==> src/rtl/lsc_pkg.sv <==
// Constants, register map and carrier types of the load switch control block
// Functional notes
// High switch follows control bit, gated by pulse
// High open-load flag while current below threshold
// High current-limit flag while in limitation
// High overtemp: switch off, latch, report source
// High thermal shutdown sets both status flags
// Unmasked high overtemp drives interrupt output active
// High re-enable by control write after overtemp
// Overvoltage shutdown enabled turns high switch off
// High re-enable by control write after overvoltage
// High switch may stay on in low power
// Each low switch follows its own bit
// Low switch pulse gating, independent per switch
// Separate open-load flag per low switch
// Separate current-limit flag per low switch
// Low overtemp: both off, latch, report source
// Low thermal shutdown sets all low flags
// Unmasked low overtemp drives interrupt output active
// Masked source: interrupt high, flag not set
// Low re-enable by control write after overtemp
// Overvoltage shutdown enabled turns low switches off
// Low re-enable by control write after overvoltage
// Low switches forced off in low power
// Pulse enable clear: control bit alone drives
// Shut switch stays off until re-enabling write
package lsc_pkg;

   // ==========================================================
   // Register bus geometry
   localparam int unsigned LSC_AW = 4;
   localparam int unsigned LSC_DW = 4;

   // ==========================================================
   // Register offsets
   localparam logic [3:0] LSC_MODE_CONTROL_REG = 4'h0;
   localparam logic [3:0] LSC_HIGH_SWITCH_CONTROL_REG = 4'h6;
   localparam logic [3:0] LSC_HIGH_SWITCH_STATUS_REG = 4'h7;
   localparam logic [3:0] LSC_LOW_SWITCH_CONTROL_REG = 4'h8;
   localparam logic [3:0] LSC_LOW_SWITCH_STATUS_REG = 4'h9;
   localparam logic [3:0] LSC_INTERRUPT_MASK_REG = 4'hE;
   localparam logic [3:0] LSC_INTERRUPT_SOURCE_REG = 4'hF;

   // ==========================================================
   // Field positions
   localparam int unsigned LSC_OV_SHUT_EN_BIT = 3;
   localparam int unsigned LSC_HS_PEN_BIT = 2;
   localparam int unsigned LSC_HS_ON_BIT = 0;
   localparam int unsigned LSC_HS_OL_BIT = 1;
   localparam int unsigned LSC_HS_CL_BIT = 0;
   localparam int unsigned LSC_LSB_PEN_BIT = 3;
   localparam int unsigned LSC_LSA_PEN_BIT = 2;
   localparam int unsigned LSC_LSB_ON_BIT = 1;
   localparam int unsigned LSC_LSA_ON_BIT = 0;
   localparam int unsigned LSC_LSB_OL_BIT = 3;
   localparam int unsigned LSC_LSB_CL_BIT = 2;
   localparam int unsigned LSC_LSA_OL_BIT = 1;
   localparam int unsigned LSC_LSA_CL_BIT = 0;
   localparam int unsigned LSC_HIGH_MASK_BIT = 1;
   localparam int unsigned LSC_LOW_MASK_BIT = 0;

   // ==========================================================
   // Interrupt source codes and fixed read data patterns
   localparam logic [3:0] LSC_SRC_NONE = 4'h0;
   localparam logic [3:0] LSC_SRC_HIGH = 4'h2;
   localparam logic [3:0] LSC_SRC_LOW = 4'h3;
   localparam logic [3:0] LSC_ALL_FLAGS = 4'hF;
   localparam logic [3:0] LSC_ZERO4 = 4'h0;
   localparam logic [1:0] LSC_BOTH2 = 2'h3;

   // ==========================================================
   // Analog condition pins, all asynchronous to the clock
   typedef struct packed {
      logic pulse;
      logic high_voltage;
      logic hs_overtemp;
      logic hs_open_load;
      logic hs_current_limit;
      logic ls_overtemp;
      logic lsa_open_load;
      logic lsa_current_limit;
      logic lsb_open_load;
      logic lsb_current_limit;
   } lsc_pins_s;

   // Register port request
   typedef struct packed {
      logic [3:0] addr;
      logic [3:0] wdata;
      logic wr;
      logic rd;
   } lsc_req_s;

endpackage

==> src/rtl/lsc_sync.sv <==
// Two-stage synchroniser for a vector of asynchronous levels
`timescale 1ns/1ps
`default_nettype none
module lsc_sync #(
   parameter int unsigned W = 1
) (
   input wire logic clk_i,
   input wire logic rstn_i,
   input wire logic [W-1:0] d_i,
   output logic [W-1:0] q_o
);
   // ==========================================================
   // State
   typedef struct packed {
      logic [W-1:0] s1;
      logic [W-1:0] s2;
   } lsc_sync_s;

   lsc_sync_s st;
   lsc_sync_s next_st;

   // First stage feeds only the second stage
   always_comb begin
      next_st.s1 = d_i;
      next_st.s2 = st.s1;
   end

   always_ff @(posedge clk_i or negedge rstn_i) begin
      if (!rstn_i) begin
         st <= '0;
      end else begin
         st <= next_st;
      end
   end

   assign q_o = st.s2;
endmodule
`default_nettype wire

==> src/rtl/lsc_top.sv <==
// Load switch control: one high side and two low side protected switches
`timescale 1ns/1ps
`default_nettype none
module lsc_top
   import lsc_pkg::*;
(
   input wire logic CLK_I,
   input wire logic RSTN_I,
   input wire logic [3:0] ADDR_I,
   input wire logic [3:0] WDATA_I,
   input wire logic WR_I,
   input wire logic RD_I,
   output logic [3:0] RDATA_O,
   input wire logic LOW_POWER_I,
   input wire logic DIRECT_PULSE_INPUT_I,
   input wire logic HIGH_VOLTAGE_I,
   input wire logic HS_OVERTEMP_I,
   input wire logic HS_OPEN_LOAD_I,
   input wire logic HS_CURRENT_LIMIT_I,
   input wire logic LS_OVERTEMP_I,
   input wire logic LS_A_OPEN_LOAD_I,
   input wire logic LS_A_CURRENT_LIMIT_I,
   input wire logic LS_B_OPEN_LOAD_I,
   input wire logic LS_B_CURRENT_LIMIT_I,
   output logic HIGH_SWITCH_ON_O,
   output logic LOW_SWITCH_A_ON_O,
   output logic LOW_SWITCH_B_ON_O,
   output logic IRQ_N_O
);

   // ==========================================================
   // State
   typedef struct packed {
      logic overvoltage_shutdown_enable;
      logic high_switch_irq_mask;
      logic low_switch_irq_mask;
      logic high_switch_pulse_enable;
      logic high_switch_on;
      logic low_switch_b_pulse_enable;
      logic low_switch_a_pulse_enable;
      logic low_switch_b_on;
      logic low_switch_a_on;
      logic hs_ot_shut;
      logic hs_hv_shut;
      logic ls_ot_shut;
      logic ls_hv_shut;
      logic hs_ot_prev;
      logic ls_ot_prev;
      logic hs_irq;
      logic ls_irq;
      logic hs_drive;
      logic lsa_drive;
      logic lsb_drive;
      logic irq_n;
      logic [3:0] rdata;
   } lsc_state_s;

   lsc_state_s st;
   lsc_state_s next_st;
   lsc_pins_s pins_raw;
   lsc_pins_s p;
   lsc_req_s req;

   // ==========================================================
   // Pin synchronisation
   always_comb begin
      pins_raw.pulse = DIRECT_PULSE_INPUT_I;
      pins_raw.high_voltage = HIGH_VOLTAGE_I;
      pins_raw.hs_overtemp = HS_OVERTEMP_I;
      pins_raw.hs_open_load = HS_OPEN_LOAD_I;
      pins_raw.hs_current_limit = HS_CURRENT_LIMIT_I;
      pins_raw.ls_overtemp = LS_OVERTEMP_I;
      pins_raw.lsa_open_load = LS_A_OPEN_LOAD_I;
      pins_raw.lsa_current_limit = LS_A_CURRENT_LIMIT_I;
      pins_raw.lsb_open_load = LS_B_OPEN_LOAD_I;
      pins_raw.lsb_current_limit = LS_B_CURRENT_LIMIT_I;
      req.addr = ADDR_I;
      req.wdata = WDATA_I;
      req.wr = WR_I;
      req.rd = RD_I;
   end

   lsc_sync #(
      .W($bits(lsc_pins_s))
   ) u_sync (
      .clk_i(CLK_I),
      .rstn_i(RSTN_I),
      .d_i(pins_raw),
      .q_o(p)
   );

   // ==========================================================
   // Decode and conditions
   logic wr_mode_ctl;
   logic wr_high_ctl;
   logic wr_low_ctl;
   logic wr_irq_mask;
   logic rd_irq_source;
   logic hv_cond;
   logic hs_ot_rise;
   logic ls_ot_rise;
   logic [1:0] ls_ctl_on;
   logic [1:0] ls_ctl_pen;
   logic [1:0] ls_gate;

   assign wr_mode_ctl = req.wr && (req.addr == LSC_MODE_CONTROL_REG);
   assign wr_high_ctl = req.wr && (req.addr == LSC_HIGH_SWITCH_CONTROL_REG);
   assign wr_low_ctl = req.wr && (req.addr == LSC_LOW_SWITCH_CONTROL_REG);
   assign wr_irq_mask = req.wr && (req.addr == LSC_INTERRUPT_MASK_REG);
   assign rd_irq_source = req.rd && (req.addr == LSC_INTERRUPT_SOURCE_REG);
   // Supply condition only counts while shutdown on overvoltage is enabled
   assign hv_cond = p.high_voltage && st.overvoltage_shutdown_enable;
   assign hs_ot_rise = p.hs_overtemp && !st.hs_ot_prev;
   assign ls_ot_rise = p.ls_overtemp && !st.ls_ot_prev;

   // ==========================================================
   // Next state
   always_comb begin
      next_st = st;
      next_st.hs_ot_prev = p.hs_overtemp;
      next_st.ls_ot_prev = p.ls_overtemp;

      if (wr_mode_ctl) begin
         next_st.overvoltage_shutdown_enable = req.wdata[LSC_OV_SHUT_EN_BIT];
      end
      if (wr_irq_mask) begin
         next_st.high_switch_irq_mask = req.wdata[LSC_HIGH_MASK_BIT];
         next_st.low_switch_irq_mask = req.wdata[LSC_LOW_MASK_BIT];
      end
      if (wr_high_ctl) begin
         next_st.high_switch_pulse_enable = req.wdata[LSC_HS_PEN_BIT];
         next_st.high_switch_on = req.wdata[LSC_HS_ON_BIT];
      end
      if (wr_low_ctl) begin
         next_st.low_switch_b_pulse_enable = req.wdata[LSC_LSB_PEN_BIT];
         next_st.low_switch_a_pulse_enable = req.wdata[LSC_LSA_PEN_BIT];
         next_st.low_switch_b_on = req.wdata[LSC_LSB_ON_BIT];
         next_st.low_switch_a_on = req.wdata[LSC_LSA_ON_BIT];
      end

      // Shutdown latches: a live condition always wins over the releasing write
      if (wr_high_ctl && !p.hs_overtemp) begin
         next_st.hs_ot_shut = 1'b0;
      end
      if (p.hs_overtemp) begin
         next_st.hs_ot_shut = 1'b1;
      end
      if (wr_high_ctl && !hv_cond) begin
         next_st.hs_hv_shut = 1'b0;
      end
      if (hv_cond) begin
         next_st.hs_hv_shut = 1'b1;
      end
      if (wr_low_ctl && !p.ls_overtemp) begin
         next_st.ls_ot_shut = 1'b0;
      end
      if (p.ls_overtemp) begin
         next_st.ls_ot_shut = 1'b1;
      end
      if (wr_low_ctl && !hv_cond) begin
         next_st.ls_hv_shut = 1'b0;
      end
      if (hv_cond) begin
         next_st.ls_hv_shut = 1'b1;
      end

      // Interrupt source latches, each read of the source register clears only the one it reports
      if (rd_irq_source) begin
         if (st.hs_irq) begin
            next_st.hs_irq = 1'b0;
         end else begin
            next_st.ls_irq = 1'b0;
         end
      end
      if (hs_ot_rise && st.high_switch_irq_mask) begin
         next_st.hs_irq = 1'b1;
      end
      if (ls_ot_rise && st.low_switch_irq_mask) begin
         next_st.ls_irq = 1'b1;
      end
      next_st.irq_n = !(next_st.hs_irq || next_st.ls_irq);

      // Switch drive, computed from the updated latches so shutdown acts at once
      next_st.hs_drive = next_st.high_switch_on
         && (!next_st.high_switch_pulse_enable || p.pulse)
         && !next_st.hs_ot_shut && !next_st.hs_hv_shut;
      ls_ctl_on = {next_st.low_switch_b_on, next_st.low_switch_a_on};
      ls_ctl_pen = {next_st.low_switch_b_pulse_enable, next_st.low_switch_a_pulse_enable};
      for (int i = 0; i < 2; i++) begin
         ls_gate[i] = ls_ctl_on[i] && (!ls_ctl_pen[i] || p.pulse);
      end
      next_st.lsa_drive = ls_gate[0] && !next_st.ls_ot_shut && !next_st.ls_hv_shut
         && !LOW_POWER_I;
      next_st.lsb_drive = ls_gate[1] && !next_st.ls_ot_shut && !next_st.ls_hv_shut
         && !LOW_POWER_I;

      // Read data stands for one cycle only
      next_st.rdata = LSC_ZERO4;
      if (req.rd) begin
         unique case (req.addr)
            LSC_HIGH_SWITCH_CONTROL_REG, LSC_HIGH_SWITCH_STATUS_REG: begin
               if (st.hs_ot_shut) begin
                  next_st.rdata[LSC_HS_OL_BIT] = 1'b1;
                  next_st.rdata[LSC_HS_CL_BIT] = 1'b1;
               end else begin
                  next_st.rdata[LSC_HS_OL_BIT] = p.hs_open_load;
                  next_st.rdata[LSC_HS_CL_BIT] = p.hs_current_limit;
               end
            end
            LSC_LOW_SWITCH_CONTROL_REG, LSC_LOW_SWITCH_STATUS_REG: begin
               if (st.ls_ot_shut) begin
                  next_st.rdata = LSC_ALL_FLAGS;
               end else begin
                  next_st.rdata[LSC_LSB_OL_BIT] = p.lsb_open_load;
                  next_st.rdata[LSC_LSB_CL_BIT] = p.lsb_current_limit;
                  next_st.rdata[LSC_LSA_OL_BIT] = p.lsa_open_load;
                  next_st.rdata[LSC_LSA_CL_BIT] = p.lsa_current_limit;
               end
            end
            LSC_INTERRUPT_MASK_REG: begin
               next_st.rdata[LSC_HIGH_MASK_BIT] = st.high_switch_irq_mask;
               next_st.rdata[LSC_LOW_MASK_BIT] = st.low_switch_irq_mask;
            end
            LSC_INTERRUPT_SOURCE_REG: begin
               // High side reported first when both are pending
               if (st.hs_irq) begin
                  next_st.rdata = LSC_SRC_HIGH;
               end else if (st.ls_irq) begin
                  next_st.rdata = LSC_SRC_LOW;
               end else begin
                  next_st.rdata = LSC_SRC_NONE;
               end
            end
            default: begin
               next_st.rdata = LSC_ZERO4;
            end
         endcase
      end
   end

   // ==========================================================
   // Registers
   always_ff @(posedge CLK_I or negedge RSTN_I) begin
      if (!RSTN_I) begin
         st <= '0;
         st.irq_n <= 1'b1;
      end else begin
         st <= next_st;
      end
   end

   assign RDATA_O = st.rdata;
   assign HIGH_SWITCH_ON_O = st.hs_drive;
   assign LOW_SWITCH_A_ON_O = st.lsa_drive;
   assign LOW_SWITCH_B_ON_O = st.lsb_drive;
   assign IRQ_N_O = st.irq_n;
endmodule
`default_nettype wire

==> config.mk <==
export PLATFORM = sky130hd
export DESIGN_NAME = lsc_top
export DESIGN_NICKNAME = d
export VERILOG_FILES = /design/src/rtl/lsc_pkg.sv /design/src/rtl/lsc_sync.sv /design/src/rtl/lsc_top.sv
export SDC_FILE = /design/constraint.sdc
export NUM_CORES = 1
export LEC_CHECK = 0
export BUFFER_PORTS_ARGS = -buffer_cell sky130_fd_sc_hd__buf_4
export CAP_MARGIN = 40
export CORE_ASPECT_RATIO = 0.5
export CORE_UTILIZATION = 56
export CTS_BUF_LIST = sky130_fd_sc_hd__clkbuf_4
export DETAILED_ROUTE_END_ITERATION = 10
export PLACE_DENSITY = 0.81
export SLEW_MARGIN = 0
export SYNTH_ARGS = -nofsm -noshare
export SYNTH_HDL_FRONTEND = slang
export SYNTH_SLANG_ARGS = --single-unit
==> constraint.sdc <==
create_clock -name CLK_I -period 2.7 [get_ports CLK_I]
set_clock_uncertainty 0.2 [all_clocks]
set_input_delay 0.405 -clock CLK_I [delete_from_list [all_inputs] [get_ports CLK_I]]
set_output_delay 0.405 -clock CLK_I [all_outputs]
set_load 0.005 [all_outputs]
==> results.yml, run 1 <==
sta:
  period_share: 0.670
  setup_tns_ns: 0
  worst_pin_slew_ns: 0.539
  relSlewSlack: 0.641
  finalHoldViolCount: 0
  fin_ws_ns: 0.890
  timing.hold.ws_ns: 0.0886
  slew_violations: 0
  max_freq_mhz: 553
  rsz0062_at_grt: "false"
  finalCriticalPeriod_ns: 1.81
  finalSetupViolations: 0
clock_tree:
  cts.sinks: 45
  clk_latency_ns: 0.36
  cts_made_buffers: 5
  htree_levels: 2
  cts_resized: 0
  cts.clk_slew.worst_paths_ns: 0.12
  cts_max_path_buffers: 2
  tritoncts: "done"
  cts_root_buffer: "clkbuf_4"
floorplan:
  die_area_sq_um: 3090
  start_util: 0.604
  fp.coreArea_sq_um: 2650
  die_height_um: 39.8
  fp.dieW_um: 77.6
  rows: 13
  io_pins: 31
outcome:
  outcome: "finished clean"
final_layout:
  nets: 178
  nFillCells: 172
  postLayoutCellArea_sq_um: 1990
  n_antenna_cell: 0
  drive_above_1_share: 0.314
  area_growth_pct: 24.5
synth:
  ys_warn_count: 0
  syn-cell-area_sq_um: 1600
  avgSynthCellArea_sq_um: 14.2
  synth_seq_cells: 45
  netlist_instances: 113
  synthAdderAreaFrac: 0.00625
  ys_types: 30
  synth_compound_area_frac: 0.0734
  yosysTopAreaCell: "dfrtp_1"
  yosys.area_share.simple: 0.115
  synth_area_leaders: "dfrtp_1, mux2_2, nand2_1"
  syn_nets: 136
  synthXorXnorAreaFrac: 0
  synthMuxAreaShare: 0.0703
  synth_top_family_by_area: "simple AND/OR/NAND/NOR gates"
  seq_area_frac_synth: 0.704
  synth_top_cell_area_share: 0.688
route:
  route.detailed.drc: 0
  wl_per_cell_um: 13.8
  drtIter0Drc: 28
  vias: 942
  wl_mm: 2.67
  via_per_inst: 4.88
  first_pass_iters: 4
  detail-route-antenna-nets: 0
flow_run:
  maxCapViolCount: 0
worst_setup_path:
  cpPeakStageDelay_ns: 0.50
  cp_cell_sequence: "buf_4 > nand2b_4 > or3b_1 > mux2_4 > a2111oi_2"
  critPathSlowestCell: "or3b_1"
  cp_num_buf_inv: 1
  critPathLaunchType: "input pin"
  worstPathMaxFanout: 6
  cp.required_ns: 2.76
  cp_top_family: "simple AND/OR/NAND/NOR gates"
  crit_type: "input pin to flip-flop"
  end_kind: "flip-flop"
  arrival_ns: 1.87
global_route:
  grt_pass1_wl_mm: 4.21
  grt_pass1_vias: 875
  grt_max_degree: 46
  grt_overflow: 0
  antenna_found_initial: 0
  grt_use_total: 0.209
power:
  power.density_nw_per_um2: 607
  power_mw: 1.21
  ir_drop_uv: 373
  leakage_nw: 0.959
worst_hold_path:
  holdCritPathClass: "input pin to flip-flop"
placed_design:
  dpl-instance-area_sq_um: 1830
  gp_congestion: 0.778
  place_ws_ns: 0.524
  dp_hpwl_mm: 1.79
  io_buffer_count: 30
## Yosys cell counts (all sizes together)
| library cell | n |
|---|---|
| nor3b | 2 |
| or2 | 1 |
| clkbuf | 2 |
| nand2 | 11 |
| o211a | 2 |
| nand3 | 1 |
| nor4 | 1 |
| o311ai | 2 |
| mux2 | 7 |
| o21ai | 4 |
| and2 | 2 |
| or3b | 1 |
| inv | 3 |
| a21o | 2 |
| nand3b | 3 |
| buf | 4 |
| dfrtp | 44 |
| nand2b | 3 |
| mux2i | 3 |
| nand4 | 1 |
| nor2b | 1 |
| maj3 | 1 |
| nor2 | 7 |
| dfstp | 1 |
| a2111oi | 2 |
| a21boi | 2 |
## sequential cells by signal (all words and copies together) (netlist names)
register           count
LOW_SWITCH_A_ON_O      1
st                    17
u_sync.next_st        10
RDATA_O                4
HIGH_SWITCH_ON_O       1
IRQ_N_O                1
u_sync.q_o            10
LOW_SWITCH_B_ON_O      1
## worst min-delay path, cell delays in order
cell and delay (ns):
buf_4 0.08, mux2i_1 0.07, inv_1 0.06
## final cells by class
class,count,area [sq um],share of cell area
sequential,45,1130,0.565
clock inverter,3,12.5,0.00627
timing repair buffer,41,335,0.168
clock buffer,5,37.5,0.0188
multi-input combinational,59,424,0.213
inverter,3,11.3,0.00565
tap,37,46.3,0.0232
## per-layer routing
metal	part of all wire	up-vias	track usage
met5	0	-	0
met4	0.040	0	0.156
met3	0.060	11	0.0930
met2	0.42	24	0.285
met1	0.48	442	0.265
li1	-	465	-
## power by group
group,internal [mW],switching (mW),leakage (nW)
clock,0.0943,0.203,0.0300
sequential,0.739,0.0324,0.531
combinational,0.0803,0.0629,0.398
## layout by cell type, fill, tap and decap left out, types with 2 or more instances in the layout
cell type and count:
nor3b_1 2, inv_1 3, a21boi_0 2, clkbuf_4 5
dfrtp_1 44, nor2_1 7, nand2b_1 2, buf_4 30
o311ai_0 2, mux2i_1 3, nand3b_1 3, dlygate4sd3_1 11
o211a_1 2, nand2_1 11, a2111oi_2 2, a21o_1 2
mux2_2 6, o21ai_0 4, clkinv_1 2
## what timing repair did
action,in CTS,in global routing
setup buffers,0,0
endpoints found under the setup margin,0,0
hold buffers,11,0
endpoints found under the hold margin,54,0
## cell families (layout without fill, tap and decap cells)
logic type      after synthesis  count (layout)
fa+ha+maj                     1               1
simple gates                 34              34
flops                        45              45
mux                          10              10
compound gates               14              14
buf+inv                       9              52
## final timing paths
check / endpoint / cells after the start / start / slack (ns)
max: HIGH_SWITCH_ON_O / 5 / ADDR_I[0] / 0.89
min: st[19] / 3 / WDATA_I[3] / 0.09
max reg2reg: LOW_SWITCH_B_ON_O / 3 / st[13] / 1.03
min reg2reg: u_sync.q_o[3] / 0 / u_sync.next_st[3] / 0.15
max in group asynchronous: u_sync.q_o[9] / 2 / RSTN_I / 1.57
min in group asynchronous: RDATA_O[0] / 2 / RSTN_I / 0.35
## through the flow
stage,util,instances
global placement,0.692,174
CTS,0.752,193
detailed placement,0.692,174
global route,0.752,193
finish,0.752,193
floorplan,-,113
No activity file was read; power rests on OpenSTA's default activity.
==> run 2: changes to the inputs <==
--- a/config.mk
+++ b/config.mk
@@ -8,10 +8,10 @@
 export BUFFER_PORTS_ARGS = -buffer_cell sky130_fd_sc_hd__buf_4
 export CAP_MARGIN = 40
 export CORE_ASPECT_RATIO = 0.5
-export CORE_UTILIZATION = 56
+export CORE_UTILIZATION = 50
 export CTS_BUF_LIST = sky130_fd_sc_hd__clkbuf_4
 export DETAILED_ROUTE_END_ITERATION = 10
-export PLACE_DENSITY = 0.81
+export PLACE_DENSITY = 0.76
 export SLEW_MARGIN = 0
 export SYNTH_ARGS = -nofsm -noshare
 export SYNTH_HDL_FRONTEND = slang
==> constraint.sdc (replaced) <==
create_clock -name CLK_I -period 1.6 [get_ports CLK_I]
set_clock_uncertainty 0.2 [all_clocks]
set_input_delay 0.24 -clock CLK_I [delete_from_list [all_inputs] [get_ports CLK_I]]
set_output_delay 0.24 -clock CLK_I [all_outputs]
set_load 0.005 [all_outputs]
==> results.yml, run 2 (synthesis results as in run 1) <==
clock_tree:
  htree_levels: 2
  clk_latency_ns: 0.36
  cts.clk_slew.worst_paths_ns: 0.12
  cts_made_buffers: 5
  cts_setup_buffers: 0
  cts_max_path_buffers: 2
  cts_root_buffer: "clkbuf_4"
  tritoncts: "done"
  cts.sinks: 45
route:
  route.detailed.drc: 0
  via_per_inst: 4.95
  first_pass_iters: 4
  drtIter0Drc: 27
  vias: 1040
  wl_mm: 2.94
  detail-route-antenna-nets: 0
  wl_per_cell_um: 14.0
global_route:
  antenna_found_initial: 0
  grt_overflow: 0
  grt_pass1_vias: 1062
  grt_use_total: 0.208
  grt_max_degree: 46
  grt_pass1_wl_mm: 4.94
final_layout:
  final_common_cell: "dfrtp_1"
  final_cells: 210
  regArea_sq_um: 1130
  layout_common_cells: "dfrtp_1, buf_4, dlygate4sd3_1"
  area_growth_pct: 36.1
  nFillCells: 218
  drive_above_1_share: 0.353
  regMostFlops: "st"
  nets: 193
  largest_reg_flops: 17
  n_antenna_cell: 0
  multi_input_area_sq_um: 455
sta:
  max_freq_mhz: 652
  finalSetupViolations: 0
  fin_ws_ns: 0.0657
  slew_violations: 0
  finalCriticalPeriod_ns: 1.53
  rsz0062_at_grt: "false"
  finalHoldViolCount: 0
  relSlewSlack: 0.638
  period_share: 0.959
  worst_pin_slew_ns: 0.543
  setup_tns_ns: 0
  timing.hold.ws_ns: 0.103
worst_setup_path:
  arrival_ns: 1.63
  crit_type: "flip-flop to flip-flop"
  r2r_slack_ns: 0.07
  reg2reg_to: "LOW_SWITCH_B_ON_O"
  critPathLaunchType: "flip-flop"
  worst-r2r-cell-count: 3
  cp.required_ns: 1.70
  critPathLaunch: "st[13]"
  r2r-start: "st[13]"
  end_kind: "flip-flop"
  worstPathMaxFanout: 2
worst_hold_path:
  holdCritPathClass: "input pin to flip-flop"
  worst_hold_path.endpoint: "RDATA_O[3]"
  min_from: "ADDR_I[2]"
  hold_depth: 5
floorplan:
  fp.coreArea_sq_um: 3030
  die_area_sq_um: 3450
  fp.dieW_um: 82.0
  start_util: 0.528
  rows: 14
  die_height_um: 42.0
  io_pins: 31
power:
  leakage_nw: 1.04
  ir_drop_uv: 760
  power.density_nw_per_um2: 1030
outcome:
  outcome: "finished clean"
placed_design:
  gp_congestion: 0.706
  placed_cells: 186
  place_ws_ns: -0.227
  dp_hpwl_mm: 1.91
  io_buffer_count: 30
flow_run:
  maxCapViolCount: 0
==> run 2: what timing repair did <==
item,CTS,global route
pin swaps,0,2
hold buffers,17,0
hold endpoints to repair,69,0
endpoints found under the setup margin,2,2
gates resized for setup,1,0
gates cloned,0,0
==> run 2: layer usage <==
| layer | global-route usage | up-vias | share of wire |
|---|---|---|---|
| li1 | - | 496 | - |
| met1 | 0.274 | 514 | 0.48 |
| met2 | 0.322 | 21 | 0.46 |
| met3 | 0.0587 | 9 | 0.034 |
| met4 | 0.0947 | 0 | 0.019 |
| met5 | 0 | - | 0 |
==> run 2: critical path, stage by stage, from the launching register on <==
cell       delay [ns]
dfrtp_1          0.41
or2_2            0.33
a2111oi_4        0.33
o211a_1          0.21
==> run 2: worst max-delay path by stage <==
stage	endpoint	slack [ns]	cells past startpoint
6_report	LOW_SWITCH_B_ON_O	0.07	3
2_1_floorplan	HIGH_SWITCH_ON_O	-0.15	5
3_5_place_dp	HIGH_SWITCH_ON_O	-0.23	5
4_1_cts	LOW_SWITCH_B_ON_O	0.02	3
5_1_grt	LOW_SWITCH_B_ON_O	0.02	3
3_3_place_gp	HIGH_SWITCH_ON_O	-0.19	5
==> run 2: through the flow <==
stage | util | power (mW) | area [sq um]
4_1_cts | 0.719 | 2.26 | 2180
3_3_place_gp | 0.635 | 1.55 | 1920
3_5_place_dp | 0.635 | 1.57 | 1920
6_report | 0.719 | 2.25 | 2180
2_1_floorplan | - | 1.44 | 1630
5_1_grt | 0.719 | 2.36 | 2180
==> run 2: cell type report <==
class,instances,share of cell area
sequential,45,0.517
timing repair buffer,56,0.212
multi-input combinational,59,0.209
tap,40,0.0230
clock buffer,5,0.0172
clock inverter,2,0.0161
inverter,3,0.00517
==> run 2: power by group <==
group / internal, mW / switching [mW] / total [mW] / leakage [nW]
Sequential: 1.25 / 0.0575 / 1.30 / 0.531
Clock: 0.318 / 0.348 / 0.666 / 0.0410
Combinational: 0.157 / 0.121 / 0.278 / 0.469
==> run 3: changes to the inputs <==
--- a/config.mk
+++ b/config.mk
@@ -10,8 +10,9 @@
 export CORE_ASPECT_RATIO = 0.5
 export CORE_UTILIZATION = 50
 export CTS_BUF_LIST = sky130_fd_sc_hd__clkbuf_4
+export CTS_CLUSTER_DIAMETER = 80
 export DETAILED_ROUTE_END_ITERATION = 10
-export PLACE_DENSITY = 0.76
+export PLACE_DENSITY_LB_ADDON = 0.2
 export SLEW_MARGIN = 0
 export SYNTH_ARGS = -nofsm -noshare
 export SYNTH_HDL_FRONTEND = slang
==> results.yml, run 3 (synthesis results as in run 1) <==
outcome:
  outcome: "finished clean"
sta:
  finalHoldViolCount: 0
  finalSetupViolations: 0
  worst_pin_slew_ns: 0.539
  period_share: 0.954
  fin_ws_ns: 0.0739
  finalCriticalPeriod_ns: 1.53
  relSlewSlack: 0.640
  slew_violations: 0
  rsz0062_at_grt: "false"
  max_freq_mhz: 655
  setup_tns_ns: 0
power:
  ir_drop_uv: 516
  power_mw: 2.09
  power.density_nw_per_um2: 967
  leakage_nw: 1.03
final_layout:
  nets: 193
  drive_above_1_share: 0.351
  final_core_util: 0.713
  area_growth_pct: 35.0
  final_common_cell: "dfrtp_1"
  final_cells: 211
  regMostFlops: "st"
  largest_reg_flops: 17
  layout_common_cells: "dfrtp_1, buf_4, dlygate4sd3_1"
  n_antenna_cell: 0
worst_hold_path:
  worst_hold_path.endpoint: "RDATA_O[1]"
  hold_depth: 4
  holdCritPathClass: "input pin to flip-flop"
  min_from: "ADDR_I[3]"
clock_tree:
  htree_levels: 2
  cts_made_buffers: 5
  cts.clk_slew.worst_paths_ns: 0.13
  cts.sinks: 45
  clk_latency_ns: 0.36
  cts_root_buffer: "clkbuf_4"
  cts_max_path_buffers: 2
  cts_setup_buffers: 0
  tritoncts: "done"
worst_setup_path:
  crit_type: "flip-flop to flip-flop"
  cp.required_ns: 1.71
  reg2reg_to: "LOW_SWITCH_B_ON_O"
  arrival_ns: 1.63
  worstPathMaxFanout: 2
  r2r_slack_ns: 0.07
  cp_top_family: "compound AO/OA/AOI/OAI gates"
  end_kind: "flip-flop"
  critPathLaunchType: "flip-flop"
  worst-r2r-cell-count: 3
  critPathSlowestCell: "dfrtp_1"
  r2r-start: "st[13]"
  cpPeakStageDelay_ns: 0.41
  cp_num_buf_inv: 0
  cp_cell_sequence: "or2_2 > a2111oi_4 > o211a_1"
global_route:
  grt_use_total: 0.190
  grt_pass1_vias: 1032
  grt_busiest_layer: "met2"
  use_met3: 0.0652
  antenna_found_initial: 0
  grt_overflow: 0
  groute.layer.met2.usage: 0.278
  grt_max_degree: 46
  grt_pass1_wl_mm: 4.59
  met1_usage: 0.263
floorplan:
  fp.dieW_um: 82.0
  die_height_um: 42.0
  io_pins: 31
  die_area_sq_um: 3450
  rows: 14
  fp.coreArea_sq_um: 3030
  start_util: 0.528
route:
  via_per_inst: 4.77
  wl_per_cell_um: 12.8
  route.detailed.drc: 0
  wl_mm: 2.69
  vias: 1007
  first_pass_iters: 4
  detail-route-antenna-nets: 0
  drtIter0Drc: 49
placed_design:
  gp_congestion: 0.704
  dp_hpwl_mm: 1.84
  placed_cells: 186
  place_ws_ns: -0.255
  io_buffer_count: 30
flow_run:
  maxCapViolCount: 0
## run 3: changes by cell type in the layout (fill, tap and decap cells not counted), sizes merged
cell    delta
bufinv     -1
clkinv     +2
## run 3: final cells by class
class	count	area [sq um]
sequential	45	1130
clock buffer	5	37.5
fill	217	868
tap	40	50.0
inverter	3	11.3
clock inverter	3	17.5
multi-input combinational	59	455
timing repair buffer	56	463
## run 3: per-stage QoR
step                hold slack, ns  instance area [sq um]
CTS                         0.0431                   2160
global route                0.0920                   2160
floorplan                   -0.256                   1630
finish                      0.0485                   2160
global placement            0.0626                   1920
detailed placement          0.0646                   1920
## run 3: power breakdown
part | internal, mW | switching (mW) | leakage (nW)
clock | 0.167 | 0.349 | 0.0326
combinational | 0.158 | 0.117 | 0.468
sequential | 1.25 | 0.0548 | 0.531
total | 1.57 | 0.521 | 1.03
## run 3: worst max-delay path by stage
stage,start,end,cells past startpoint
6_report,st[13],LOW_SWITCH_B_ON_O,3
5_1_grt,st[13],LOW_SWITCH_A_ON_O,3
4_1_cts,st[13],LOW_SWITCH_B_ON_O,3
3_5_place_dp,ADDR_I[0],HIGH_SWITCH_ON_O,5
3_3_place_gp,ADDR_I[0],HIGH_SWITCH_ON_O,5
2_1_floorplan,ADDR_I[1],HIGH_SWITCH_ON_O,5
## run 3: what timing repair did
item                       in CTS  in global routing
pin swaps                       0                  2
gates resized for setup         1                  0
hold buffers                   17                  0
hold endpoints to repair       69                  0
setup endpoints to repair       2                  2
## run 3: routing by layer
layer | up-vias | share of wire
met5 | - | 0
met4 | 0 | 0.014
met3 | 5 | 0.049
met2 | 23 | 0.46
met1 | 480 | 0.48
li1 | 499 | -
## run 3: tightest hold or removal path, delay by kind of cell
family,cells,cell delay [ns]
compound gates,3,0.25
buf+inv,1,0.10
